`config.mk`:
```
export PLATFORM = sky130hd
export DESIGN_NAME = csr_readout
export DESIGN_NICKNAME = d
export VERILOG_FILES = /design/src/common/csr_pkg.sv /design/src/rtl/csr_sync.sv /design/src/rtl/csr_word_pack.sv /design/src/rtl/csr_readout.sv
export SDC_FILE = /design/constraint.sdc
export NUM_CORES = 1
export LEC_CHECK = 0
export BUFFER_PORTS_ARGS = -buffer_cell sky130_fd_sc_hd__buf_4
export CORE_MARGIN = 4
export CORE_UTILIZATION = 58
export CTS_CLUSTER_DIAMETER = 40
export DETAILED_ROUTE_END_ITERATION = 7
export PLACE_DENSITY = 0.8
export SKIP_LAST_GASP = 1
export SLEW_MARGIN = 20
export SYNTH_ARGS = -nofsm -noshare
export SYNTH_HDL_FRONTEND = slang
export SYNTH_HIERARCHICAL = 1
export SYNTH_SLANG_ARGS = --single-unit
```
`constraint.sdc`:
```
create_clock -name sys_clk -period 6.21 [get_ports sys_clk]
set_input_delay 1.863 -clock sys_clk [delete_from_list [all_inputs] [get_ports sys_clk]]
set_output_delay 1.863 -clock sys_clk [all_outputs]
set_load 0.01 [all_outputs]
```
`src/common/csr_pkg.sv`:
```
// constants shared by the chiller status register readout block
// assumes a host-side message layer hands in decoded read requests and takes word answers
// Function
// - the discharge pressure register returns the reading in the pressure unit selected now, megapascal or psi.
// - the resistivity/conductivity register returns zero whenever the optional sensor is not valid.
// - status word one bit 0 is 1 while the unit runs, pump-only running included, and 0 when stopped.
// - status word one bit 1 is 1 when an alarm that stops operation is raised.
// - status word one bit 2 is 1 when an alarm that lets operation go on is raised.
// - status word one bit 4 shows the pressure unit, 0 for megapascal and 1 for psi.
// - status word one bit 5 is 1 in serial remote-control mode and 0 in every other mode.
// - status word one bit 9 is 1 once the temperature-ready condition is met.
// - status word one bit 10 shows the temperature unit, 0 for Celsius and 1 for Fahrenheit.
// - status word one bits 11 and 12 show whether the run timer and the stop timer are set.
// - status word one bits 13 and 14 show whether restart after power loss and anti-freezing are on.
// - status word one bit 15 is 1 while automatic filling runs, and may move even without that option.
// - status word two bits 1 to 0 code the resistivity setting: 0 none, 1 resistivity, 2 conductivity.
// - a read naming an address outside the map gets an exception answer with error code 02.
package csr_pkg;

  localparam int unsigned WORD_W   = 16;
  localparam int unsigned ADDR_W   = 16;
  localparam int unsigned CODE_W   = 8;
  localparam int unsigned MAP_WORDS = 16;

  // register addresses
  localparam logic [15:0] ADDR_PRESSURE = 16'h0002;
  localparam logic [15:0] ADDR_COND     = 16'h0003;
  localparam logic [15:0] ADDR_STATUS1  = 16'h0004;
  localparam logic [15:0] ADDR_STATUS2  = 16'h0009;
  localparam logic [16:0] ADDR_LIMIT    = 17'h00010;

  // status word one fields
  localparam int unsigned S1_RUN        = 0;
  localparam int unsigned S1_STOP_ALARM = 1;
  localparam int unsigned S1_CONT_ALARM = 2;
  localparam int unsigned S1_PRESS_UNIT = 4;
  localparam int unsigned S1_REMOTE     = 5;
  localparam int unsigned S1_TEMP_READY = 9;
  localparam int unsigned S1_TEMP_UNIT  = 10;
  localparam int unsigned S1_RUN_TIMER  = 11;
  localparam int unsigned S1_STOP_TIMER = 12;
  localparam int unsigned S1_RESTART    = 13;
  localparam int unsigned S1_ANTIFREEZE = 14;
  localparam int unsigned S1_AUTOFILL   = 15;

  // status word two field
  localparam int unsigned S2_COND_LSB   = 0;
  localparam int unsigned S2_COND_W     = 2;

  localparam logic [1:0] COND_NOT_SET    = 2'h0;
  localparam logic [1:0] COND_RESISTIVITY = 2'h1;
  localparam logic [1:0] COND_CONDUCTIVITY = 2'h2;

  // exception codes
  localparam logic [7:0] ERR_FUNCTION = 8'h01;
  localparam logic [7:0] ERR_ADDRESS  = 8'h02;
  localparam logic [7:0] ERR_DATA     = 8'h03;

  // reset values and the single-word count
  localparam logic [15:0] WORD_ZERO   = 16'h0000;
  localparam logic [15:0] COUNT_ONE   = 16'h0001;
  localparam logic [7:0]  CODE_NONE   = 8'h00;

  // synchroniser depth for pin inputs
  localparam int unsigned SYNC_STAGES = 2;

  typedef enum logic [1:0] {
    CSR_ST_IDLE   = 2'b00,
    CSR_ST_STREAM = 2'b01
  } csr_state_type;

endpackage

```
`src/rtl/csr_sync.sv`:
```
// multi-bit two-flop synchroniser for slow pin levels
// assumes each bit is an independent level held far longer than a clock period
`timescale 1ns/1ps
`default_nettype none
module csr_sync #(
  parameter int unsigned WIDTH = 1
) (
  input  wire logic             sys_clk,
  input  wire logic             reset,
  input  wire logic [WIDTH-1:0] pin_in,
  output logic      [WIDTH-1:0] sync_out
);

  if (WIDTH < 1) begin : g_chk
    $error("csr_sync: WIDTH must be at least 1");
  end

  // first stage is read only by the second stage
  for (genvar i = 0; i < WIDTH; i++) begin : g_bit
    logic meta_ff;
    logic hold_ff;
    always_ff @(posedge sys_clk or posedge reset) begin
      if (reset) begin
        meta_ff <= 1'b0;
        hold_ff <= 1'b0;
      end else begin
        meta_ff <= pin_in[i];
        hold_ff <= meta_ff;
      end
    end
    assign sync_out[i] = hold_ff;
  end

endmodule // csr_sync
`default_nettype wire

```
`src/rtl/csr_word_pack.sv`:
```
// assembles the readable words from synchronised unit state
// assumes all inputs are already in the sys_clk domain
`timescale 1ns/1ps
`default_nettype none
module csr_word_pack (
  input  wire logic        run,
  input  wire logic        stop_alarm,
  input  wire logic        cont_alarm,
  input  wire logic        press_psi,
  input  wire logic        serial_remote,
  input  wire logic        temp_ready,
  input  wire logic        temp_fahr,
  input  wire logic        run_timer_set,
  input  wire logic        stop_timer_set,
  input  wire logic        restart_on,
  input  wire logic        antifreeze_on,
  input  wire logic        autofill_active,
  input  wire logic [1:0]  cond_mode,
  input  wire logic        cond_valid,
  input  wire logic [15:0] press_mpa_val,
  input  wire logic [15:0] press_psi_val,
  input  wire logic [15:0] cond_val,
  output logic      [15:0] press_word,
  output logic      [15:0] cond_word,
  output logic      [15:0] status_one,
  output logic      [15:0] status_two
);

  // pressure follows the unit flag so value and flag always agree
  assign press_word = press_psi ? press_psi_val : press_mpa_val;
  assign cond_word  = cond_valid ? cond_val : csr_pkg::WORD_ZERO;

  // unlisted bits are tied low, so nothing can ever set them
  always_comb begin
    status_one = csr_pkg::WORD_ZERO;
    status_one[csr_pkg::S1_RUN]        = run;
    status_one[csr_pkg::S1_STOP_ALARM] = stop_alarm;
    status_one[csr_pkg::S1_CONT_ALARM] = cont_alarm;
    status_one[csr_pkg::S1_PRESS_UNIT] = press_psi;
    status_one[csr_pkg::S1_REMOTE]     = serial_remote;
    status_one[csr_pkg::S1_TEMP_READY] = temp_ready;
    status_one[csr_pkg::S1_TEMP_UNIT]  = temp_fahr;
    status_one[csr_pkg::S1_RUN_TIMER]  = run_timer_set;
    status_one[csr_pkg::S1_STOP_TIMER] = stop_timer_set;
    status_one[csr_pkg::S1_RESTART]    = restart_on;
    status_one[csr_pkg::S1_ANTIFREEZE] = antifreeze_on;
    status_one[csr_pkg::S1_AUTOFILL]   = autofill_active;
  end

  // code 3 is not defined, so it is shown as not set
  always_comb begin
    status_two = csr_pkg::WORD_ZERO;
    status_two[csr_pkg::S2_COND_LSB +: csr_pkg::S2_COND_W] =
      (cond_mode == 2'h3) ? csr_pkg::COND_NOT_SET : cond_mode;
  end

endmodule // csr_word_pack
`default_nettype wire

```
`src/rtl/csr_readout.sv`:
```
// register readout engine: takes decoded read requests, streams words or an exception
// assumes the message layer parses frames and adds the check code; unit state arrives on pins
`timescale 1ns/1ps
`default_nettype none
module csr_readout (
  input  wire logic        sys_clk,
  input  wire logic        reset,
  // decoded request from the message layer
  input  wire logic        req_valid,
  input  wire logic        req_write,
  input  wire logic [15:0] req_addr,
  input  wire logic [15:0] req_count,
  // unit state pins
  input  wire logic        run_in,
  input  wire logic        stop_alarm_in,
  input  wire logic        cont_alarm_in,
  input  wire logic        press_psi_in,
  input  wire logic        serial_remote_in,
  input  wire logic        temp_ready_in,
  input  wire logic        temp_fahr_in,
  input  wire logic        run_timer_in,
  input  wire logic        stop_timer_in,
  input  wire logic        restart_in,
  input  wire logic        antifreeze_in,
  input  wire logic        autofill_in,
  input  wire logic [1:0]  cond_mode_in,
  input  wire logic        cond_valid_in,
  input  wire logic [15:0] press_mpa_in,
  input  wire logic [15:0] press_psi_value_in,
  input  wire logic [15:0] cond_value_in,
  // answer towards the message layer
  output logic             req_ready,
  output logic             rsp_valid,
  output logic             rsp_last,
  output logic             rsp_error,
  output logic      [7:0]  rsp_code,
  output logic      [15:0] rsp_data
);

  localparam int unsigned SYNC_W = 15 + 3 * csr_pkg::WORD_W;

  // ------------------------------------------------------------------
  // pin synchronisation
  // measurement words cross bit by bit; a word caught mid-change may
  // mix old and new bits for one sample, acceptable for slow readings
  // ------------------------------------------------------------------
  logic [SYNC_W-1:0] pin_bus;
  logic [SYNC_W-1:0] sync_bus;

  assign pin_bus = {cond_value_in, press_psi_value_in, press_mpa_in,
                    cond_valid_in, cond_mode_in, autofill_in, antifreeze_in,
                    restart_in, stop_timer_in, run_timer_in, temp_fahr_in,
                    temp_ready_in, serial_remote_in, press_psi_in,
                    cont_alarm_in, stop_alarm_in, run_in};

  csr_sync #(
    .WIDTH (SYNC_W)
  ) u_sync (
    .sys_clk  (sys_clk),
    .reset    (reset),
    .pin_in   (pin_bus),
    .sync_out (sync_bus)
  );

  // ------------------------------------------------------------------
  // word assembly
  // ------------------------------------------------------------------
  logic [15:0] press_word;
  logic [15:0] cond_word;
  logic [15:0] status_one;
  logic [15:0] status_two;

  csr_word_pack u_pack (
    .run             (sync_bus[0]),
    .stop_alarm      (sync_bus[1]),
    .cont_alarm      (sync_bus[2]),
    .press_psi       (sync_bus[3]),
    .serial_remote   (sync_bus[4]),
    .temp_ready      (sync_bus[5]),
    .temp_fahr       (sync_bus[6]),
    .run_timer_set   (sync_bus[7]),
    .stop_timer_set  (sync_bus[8]),
    .restart_on      (sync_bus[9]),
    .antifreeze_on   (sync_bus[10]),
    .autofill_active (sync_bus[11]),
    .cond_mode       (sync_bus[13:12]),
    .cond_valid      (sync_bus[14]),
    .press_mpa_val   (sync_bus[30:15]),
    .press_psi_val   (sync_bus[46:31]),
    .cond_val        (sync_bus[62:47]),
    .press_word      (press_word),
    .cond_word       (cond_word),
    .status_one      (status_one),
    .status_two      (status_two)
  );

  // ------------------------------------------------------------------
  // address decode
  // words of the map not owned here (temperatures, alarms, reserved)
  // read zero from this block; the message layer may overlay them
  // ------------------------------------------------------------------
  function automatic logic [15:0] word_at(
    input logic [15:0] addr,
    input logic [15:0] pw,
    input logic [15:0] cw,
    input logic [15:0] s1,
    input logic [15:0] s2
  );
    case (addr)
      csr_pkg::ADDR_PRESSURE: word_at = pw;
      csr_pkg::ADDR_COND:     word_at = cw;
      csr_pkg::ADDR_STATUS1:  word_at = s1;
      csr_pkg::ADDR_STATUS2:  word_at = s2;
      default:                word_at = csr_pkg::WORD_ZERO;
    endcase
  endfunction

  // true when the word span starting at addr stays inside the map
  function automatic logic span_in_map(
    input logic [15:0] addr,
    input logic [15:0] count
  );
    logic [16:0] last;
    last = {1'b0, addr} + {1'b0, count} - 17'h00001;
    span_in_map = ({1'b0, addr} < csr_pkg::ADDR_LIMIT) && (last < csr_pkg::ADDR_LIMIT);
  endfunction

  // ------------------------------------------------------------------
  // state
  // ------------------------------------------------------------------
  csr_pkg::csr_state_type state_ff;
  csr_pkg::csr_state_type nxt_state;
  logic [15:0] addr_ff;
  logic [15:0] nxt_addr;
  logic [15:0] remain_ff;
  logic [15:0] nxt_remain;
  logic        ready_ff;
  logic        nxt_ready;
  logic        valid_ff;
  logic        nxt_valid;
  logic        last_ff;
  logic        nxt_last;
  logic        error_ff;
  logic        nxt_error;
  logic [7:0]  code_ff;
  logic [7:0]  nxt_code;
  logic [15:0] data_ff;
  logic [15:0] nxt_data;

  // ------------------------------------------------------------------
  // request checks, in the order the host protocol ranks them
  // ------------------------------------------------------------------
  wire         take       = req_valid && ready_ff && (state_ff == csr_pkg::CSR_ST_IDLE);
  wire         count_bad  = (req_count == csr_pkg::WORD_ZERO) ||
                            (req_count > 16'(csr_pkg::MAP_WORDS));
  wire         range_bad  = !span_in_map(req_addr, req_count);
  // every word here is read-only, so a write is refused as a whole
  wire         write_bad  = req_write;
  wire         reject     = write_bad || count_bad || range_bad;
  wire [7:0]   reject_code = write_bad ? csr_pkg::ERR_FUNCTION :
                             count_bad ? csr_pkg::ERR_DATA :
                                         csr_pkg::ERR_ADDRESS;
  wire         single     = (req_count == csr_pkg::COUNT_ONE);
  wire [15:0]  first_word = word_at(req_addr, press_word, cond_word, status_one, status_two);
  wire [15:0]  next_word  = word_at(addr_ff, press_word, cond_word, status_one, status_two);
  wire         stream_end = (remain_ff == csr_pkg::COUNT_ONE);

  // ------------------------------------------------------------------
  // next-state decode
  // ------------------------------------------------------------------
  always_comb begin
    nxt_state  = state_ff;
    nxt_addr   = addr_ff;
    nxt_remain = remain_ff;
    nxt_ready  = ready_ff;
    nxt_valid  = 1'b0;
    nxt_last   = 1'b0;
    nxt_error  = 1'b0;
    nxt_code   = csr_pkg::CODE_NONE;
    nxt_data   = csr_pkg::WORD_ZERO;
    case (state_ff)
      csr_pkg::CSR_ST_IDLE: begin
        if (take) begin
          nxt_valid = 1'b1;
          if (reject) begin
            // one exception beat carries the code instead of data
            nxt_last  = 1'b1;
            nxt_error = 1'b1;
            nxt_code  = reject_code;
          end else begin
            nxt_data = first_word;
            nxt_last = single;
            if (!single) begin
              nxt_state  = csr_pkg::CSR_ST_STREAM;
              nxt_addr   = req_addr + 16'h0001;
              nxt_remain = req_count - 16'h0001;
              nxt_ready  = 1'b0;
            end
          end
        end
      end
      csr_pkg::CSR_ST_STREAM: begin
        // one word per cycle, no stall: the message layer must keep up
        nxt_valid  = 1'b1;
        nxt_data   = next_word;
        nxt_addr   = addr_ff + 16'h0001;
        nxt_remain = remain_ff - 16'h0001;
        if (stream_end) begin
          nxt_last  = 1'b1;
          nxt_state = csr_pkg::CSR_ST_IDLE;
          nxt_ready = 1'b1;
        end
      end
      default: begin
        nxt_state = csr_pkg::CSR_ST_IDLE;
        nxt_ready = 1'b1;
      end
    endcase
  end

  // ------------------------------------------------------------------
  // control registers
  // ------------------------------------------------------------------
  always_ff @(posedge sys_clk or posedge reset) begin
    if (reset) begin
      state_ff  <= csr_pkg::CSR_ST_IDLE;
      addr_ff   <= csr_pkg::WORD_ZERO;
      remain_ff <= csr_pkg::WORD_ZERO;
      ready_ff  <= 1'b1;
    end else begin
      state_ff  <= nxt_state;
      addr_ff   <= nxt_addr;
      remain_ff <= nxt_remain;
      ready_ff  <= nxt_ready;
    end
  end

  // answer registers
  always_ff @(posedge sys_clk or posedge reset) begin
    if (reset) begin
      valid_ff <= 1'b0;
      last_ff  <= 1'b0;
      error_ff <= 1'b0;
      code_ff  <= csr_pkg::CODE_NONE;
      data_ff  <= csr_pkg::WORD_ZERO;
    end else begin
      valid_ff <= nxt_valid;
      last_ff  <= nxt_last;
      error_ff <= nxt_error;
      code_ff  <= nxt_code;
      data_ff  <= nxt_data;
    end
  end

  // outputs straight from flip-flops
  assign req_ready = ready_ff;
  assign rsp_valid = valid_ff;
  assign rsp_last  = last_ff;
  assign rsp_error = error_ff;
  assign rsp_code  = code_ff;
  assign rsp_data  = data_ff;

endmodule // csr_readout
`default_nettype wire

```
# Word-level counts from Yosys, hierarchy flattened
# Cells that the tools add are included.
# op_classes
n_mul,0
bitwise,0
n_reduce_logical,12
n_mux,40
add_sub_neg,6
n_div,0
shift,0
eq_ne,16
order_cmp,3
# ops
op,n
16-bit 2-to-1 mux,10
16-bit one-hot mux with 4 select lines,2
16-bit one-hot mux with 2 select lines,3
"16-bit by 2-bit equality test with 1-bit output, second input constant",4
"16-bit by 1-bit adder with 16-bit output, second input constant",2
"16-bit by 1-bit equality test with 1-bit output, second input constant",2
"16-bit by 3-bit equality test with 1-bit output, second input constant",2
"16-bit by 4-bit equality test with 1-bit output, second input constant",2
"16-bit by 1-bit subtractor with 16-bit output, second input constant",2
2-bit 2-to-1 mux,9
16-bit by 16-bit adder with 17-bit output,1
"17-bit by 5-bit less-than comparator with 1-bit output, second input constant",1
"17-bit by 1-bit subtractor with 17-bit output, second input constant",1
"16-bit by 5-bit > comparator with 1-bit output, second input constant",1
16-bit zero test,1
"16-bit by 5-bit less-than comparator with 1-bit output, second input constant",1
1-bit 2-to-1 mux,12
"2-bit inequality test, second input constant",4
4-bit AND reduction,2
1-bit one-hot mux with 2 select lines,3
2-bit one-hot mux with 2 select lines,1
1-bit logical AND,3
1-bit logical OR,3
"2-bit by 1-bit equality test with 1-bit output, second input constant",1
4 further kinds,4
# word_totals
latch_bits,0
rom_bits,0
n_memories,0
reg_bits,188
mem_bits_rw,0
word_cells,212
inputBits,99

# Longest topological paths before layout
# depth
ltp_word,9
mapped_depth,15
depth_no_buf,13

# Cells and area by module
# The synthesis kept the hierarchy.
# by_module_without_submodules
module,instances,cells_each,area_per_inst_um2
csr_readout,1,636,5251.3
csr_sync,1,190,3629.7
csr_word_pack,1,68,594.3

# Worst setup path before layout
# No wires, ideal clock.
# synth_path
path_type,in2reg
from,in req_addr[2]
to,reg data_ff[1] (netlist: rsp_data[1])
arrival_time_ns,5.036
setup_time_ns,0.079
path_stages,15
path_slack_ns,1.094
cell_sequence,clkbuf_1 inv_1 ha_1 inv_1 ha_1 and4b_1 a22o_1 o311a_1 or4_4 a22oi_4 nand2_2 or2_4 nor3_4 buf_8 o2bb2ai_2
# synth_between
elab_chain_cells,9
word_cells_on_any_way,15
classes_between,2 x add/sub; 2 x order compare; 4 x eq/ne; 4 x mux; 3 x reduce/logical
# synth_lines
item,line_no,rtl
"start, declared",csr_readout.sv:11,"input wire logic [15:0] req_addr,"
16-bit by 16-bit adder with 17-bit output,csr_readout.sv:124,"last = {1'b0, addr} + {1'b0, count} - 17'h00001;"
17-bit by 1-bit subtractor with 17-bit output,csr_readout.sv:124,
17-bit by 5-bit less-than comparator with 1-bit output,csr_readout.sv:125,"span_in_map = ({1'b0, addr} < csr_pkg::ADDR_LIMIT) && (last < csr_pkg::ADDR_LIMIT);"
1-bit logical AND,csr_readout.sv:125,
1-bit zero test,csr_readout.sv:156,"wire range_bad = !span_in_map(req_addr, req_count);"
1-bit logical OR,csr_readout.sv:159,wire reject = write_bad || count_bad || range_bad;
16-bit 2-to-1 mux (*),csr_readout.sv:185,if (reject) begin
16-bit 2-to-1 mux (*),csr_readout.sv:183,if (take) begin
16-bit one-hot mux with 2 select lines (*),csr_readout.sv:181,case (state_ff)
net nxt_data[1],csr_readout.sv:148,logic [15:0] nxt_data;
"end signal, assigned",csr_readout.sv:245,data_ff <= csr_pkg::WORD_ZERO;
"end signal, assigned",csr_readout.sv:251,data_ff <= nxt_data;
"end, declared",csr_readout.sv:147,logic [15:0] data_ff;
# The timed path passes the listed nets; every way through them passes the cells marked *.
# A chain may end at the register's enable or synchronous reset.

# Worst setup path in the final report
# layout_path
from,in req_addr[3]
to,reg remain_ff[3]
# layout_between
elab_chain_cells,8
word_cells_on_any_way,9
classes_between,2 x add/sub; 2 x order compare; 1 x eq/ne; 4 x reduce/logical
# layout_lines
item,line_no,rtl
16-bit by 16-bit adder with 17-bit output,csr_readout.sv:124,
17-bit by 1-bit subtractor with 17-bit output,csr_readout.sv:124,
17-bit by 5-bit less-than comparator with 1-bit output,csr_readout.sv:125,
1-bit logical AND (*),csr_readout.sv:125,
1-bit zero test (*),csr_readout.sv:156,
1-bit logical OR (*),csr_readout.sv:159,
2-bit inequality test (no source line) (*),--,
4-bit AND reduction (no source line) (*),--,
"end signal, assigned",csr_readout.sv:228,remain_ff <= csr_pkg::WORD_ZERO;
"end signal, assigned",csr_readout.sv:233,remain_ff <= nxt_remain;
"end, declared",csr_readout.sv:135,logic [15:0] remain_ff;
# Mark *: on every way between the ends. The rest lies on a longest branch, timed or not.

==> flow_metrics.tcl <==
set metrics [dict create \
    status "finished with violations" \
    violations "design-rule violations" \
    hold_path_depth 0 \
    synth_seq_cells 181 \
    cts_hold_buf 0 \
    placed_cell_area_um2 9920 \
    slowest_stage "or4_4" \
    num_rows 46 \
    final_nets 1062 \
    r2r-start "state_ff[0]$_DFFE_PP0P_" \
    hold_start "u_sync/g_bit[17].meta_ff$_DFF_PP0_" \
    irDropWorstVdd_v 0.000352 \
    post-route-util 0.662 \
    yosys.cell_types.count 84 \
    cts_max_level 4 \
    vias 6619 \
    min_period_over_period 0.813 \
    total_power_uw 2670 \
    post-route-cell-area_um2 10500 \
    crit_arrival_ns 5.33 \
    track_usage 0.222 \
    ff2ff_setup_slack_ns 2.84 \
    drt-initial-drc-count 670 \
    antenna_cells 0 \
    drive_gt1_frac 0.235 \
    yosysSeqAreaShare 0.478 \
    synthCells 894 \
    async_reset_ff_frac 1.00 \
    leakage_uw 0.00484 \
    cts.clk_slew.worst_paths_ns 0.07 \
    overflow 0 \
    detail_route.wl_per_cell_um 17.3 \
    finalWirelength_mm 20.1 \
    root_buffer "clkbuf_16" \
    period_minus_slack_ns 5.05 \
    rsz0062_at_grt "no" \
    r2r-end "remain_ff[9]$_DFFE_PP0P_" \
    pwr-share-clk 0.413 \
    cts_resized 0 \
    cpPeakStageDelay_ns 0.50 \
    first_global_vias 6429 \
    critPathCaptureType "register" \
    core_um2 15900 \
    syn_area_um2 9480 \
    path_cells "buf_4 -> inv_1 -> ha_1 -> inv_1 -> ha_1 -> a21o_1 -> a22o_1 -> o311a_1 -> or4_4 -> a22oi_4 -> nand3_2 -> nor2_2 -> buf_4 -> mux2i_1 -> o21ai_1" \
    start_kind "input pin" \
    hold_viol 0 \
    slew_headroom 0.346 \
    clock.fmax_mhz 198 \
    pin_count 127 \
    setup_viol 0 \
    finClkSkew_ns 0.0118 \
    dr.pass1.iters 8 \
    cts_setup_buffers 0 \
    ys_warn_count 6 \
    dieWidth_um 136 \
    ys.flop_type "dfrtp_1" \
    worstMarginPinSlew_ns 0.980 \
    antenna_found_initial 0 \
    r2r_cells 10 \
    syn_area_per_cell_um2 10.6 \
    routed_via_density 5.72 \
    final_common_cell "dfrtp_1" \
    die_area_um2 18400 \
    hp-class "reg2reg" \
    grt_max_degree 74 \
    mostFrequentLayoutCells "180 x dfrtp_1, 132 x buf_4, 69 x inv_1, 61 x nand2_1, 39 x nor2_1" \
    clock_latency_ns 0.43 \
    fin_setup_tns_ns 0 \
    slew_viol_final 0 \
    gp_congestion 0.859 \
    cts_tree "done" \
    fp.dieH_um 136 \
    cts_num_sinks 181 \
    initial_utilization 0.594 \
    power_frac_seq 0.466 \
    dp_hpwl_mm 14.2 \
    sw_frac_of_total 0.270 \
    p_int_uw 1950 \
    cts_max_path_buffers 2 \
    port_buffers 120 \
    drc 11 \
    powerDensity_nw_per_um2 253 \
    maxCapViolCount 0 \
    synth-edff-count 0 \
    grt_pass1_wl_mm 32.1 \
    cts_made_buffers 17 \
    p_sw_uw 722 \
    path_max_fanout 9 \
    min_to "u_sync/g_bit[17].hold_ff$_DFF_PP0_" \
    area_growth_syn_to_layout_pct 11.3 \
    power_frac_comb 0.121 \
    path_class "in2reg" \
    ant_nets 0 \
    cp.required_ns 6.50 \
]
==> power by group through the flow <==
stage	Combinational, µW	Sequential (µW)	Clock [µW]
4_1_cts	321	1250	1120
5_1_grt	357	1250	1180
3_5_place_dp	319	1270	0
3_3_place_gp	318	1270	0
2_1_floorplan	262	1260	0
6_report	324	1250	1100
==> logic make-up (layout without fill, tap and decap cells) <==
kind of cell             count (synthesis)  count (layout)  synth area share
AO/OA/AOI/OAI                          176             176             0.153
other                                    2              24          0.000793
multiplexers                            35              35            0.0442
flip-flops                             181             181             0.478
buffers and inverters                  210             236             0.128
XOR/XNOR                                22              22            0.0211
adder cells (fa/ha/maj)                 34              34            0.0449
AND/OR/NAND/NOR                        234             234             0.129
==> through the flow <==
stage / hold WS [ns] / std cells / setup WS, ns
after global routing: 0.354 / 1158 / 0.947
after detailed placement: 0.335 / 1126 / 0.732
after global placement: 0.331 / 1126 / 0.774
after CTS: 0.350 / 1158 / 1.19
after floorplan: 0.331 / 916 / 0.991
final: 0.349 / 1158 / 1.16
==> per-layer routing <==
| layer | routed length, µm | GRT usage | part of all wire |
|---|---|---|---|
| met1 | 8220 | 0.280 | 0.41 |
| met2 | 10100 | 0.375 | 0.50 |
| met3 | 1420 | 0.0607 | 0.070 |
| met4 | 371 | 0.0683 | 0.018 |
| met5 | 0 | 0 | 0 |
==> final cells by class <==
class	count	area [µm²]
well taps	216	270
fillers	1181	5390
multi-input cells	525	3850
clock buffers	17	425
repair buffers	132	991
clock inverters	15	204
flip-flops and latches	181	4530
inverters	72	273
==> how the worst max path moves through the flow <==
stage / cells after the start / slack, ns / from / end
global placement: 15 / 0.77 / req_addr[3] / remain_ff[3]$_DFFE_PP0P_
CTS: 15 / 1.19 / req_addr[3] / remain_ff[3]$_DFFE_PP0P_
global route: 15 / 0.95 / req_addr[3] / remain_ff[3]$_DFFE_PP0P_
finish: 15 / 1.16 / req_addr[3] / remain_ff[3]$_DFFE_PP0P_
floorplan: 1 / 0.99 / reset / u_sync/g_bit[0].hold_ff$_DFF_PP0_
detailed placement: 15 / 0.73 / req_addr[3] / remain_ff[3]$_DFFE_PP0P_
==> cells in the mapped netlist (all sizes together) (2+ instances only) <==
| master | n | area (µm²) |
|---|---|---|
| nor2b | 6 | 37.5 |
| o2bb2ai | 17 | 211 |
| conb | 2 | 7.51 |
| nor3 | 24 | 131 |
| o311a | 2 | 20.0 |
| and4 | 2 | 17.5 |
| a211oi | 7 | 52.6 |
| or3 | 6 | 37.5 |
| and2 | 23 | 144 |
| ha | 34 | 425 |
| nor2 | 40 | 153 |
| buf | 111 | 846 |
| o21ai | 31 | 166 |
| a21oi | 15 | 75.1 |
| inv | 71 | 267 |
| and4b | 2 | 20.0 |
| a31oi | 3 | 25.0 |
| xor2 | 10 | 87.6 |
| nand2b | 3 | 18.8 |
| mux2i | 10 | 100 |
| or4 | 3 | 26.3 |
| nor4b | 3 | 26.3 |
| a221oi | 12 | 105 |
| clkbuf | 27 | 101 |
| a222oi | 21 | 210 |
| mux2 | 25 | 319 |
| o22ai | 2 | 12.5 |
| or2 | 4 | 30.0 |
| o211ai | 9 | 67.6 |
| nand3 | 25 | 130 |
| a32o | 2 | 20.0 |
| o31ai | 11 | 82.6 |
| xnor2 | 12 | 113 |
| o32ai | 2 | 17.5 |
| nand4 | 9 | 71.3 |
| nor4 | 15 | 93.8 |
| a22oi | 2 | 33.8 |
| nand2 | 62 | 235 |
| a22o | 14 | 123 |
| a21o | 8 | 60.1 |
| o211a | 2 | 20.0 |
| and3 | 3 | 18.8 |
| o2111a | 2 | 22.5 |
| o21a | 3 | 22.5 |
| dfrtp | 180 | 4500 |
==> flip-flops by register name, summed over array words and instances (netlist names) <==
| name | flops |
|---|---|
| u_sync/g_bit.hold_ff | 63 |
| u_sync/g_bit.meta_ff | 63 |
| addr_ff | 16 |
| remain_ff | 16 |
| rsp_data | 16 |
| rsp_code | 2 |
| req_ready | 1 |
| rsp_error | 1 |
| rsp_last | 1 |
| rsp_valid | 1 |
| state_ff | 1 |
==> worst max-delay path, delay by kind of cell <==
| kind | cells | cell delay (ns) |
|---|---|---|
| AOI/OAI and AO/OA | 5 | 1.12 |
| and+or+nand+nor | 3 | 1.10 |
| adders and majority gates | 2 | 0.60 |
| buffers and inverters | 4 | 0.44 |
| muxes | 1 | 0.18 |
No activity file was read; power rests on OpenSTA's default activity.
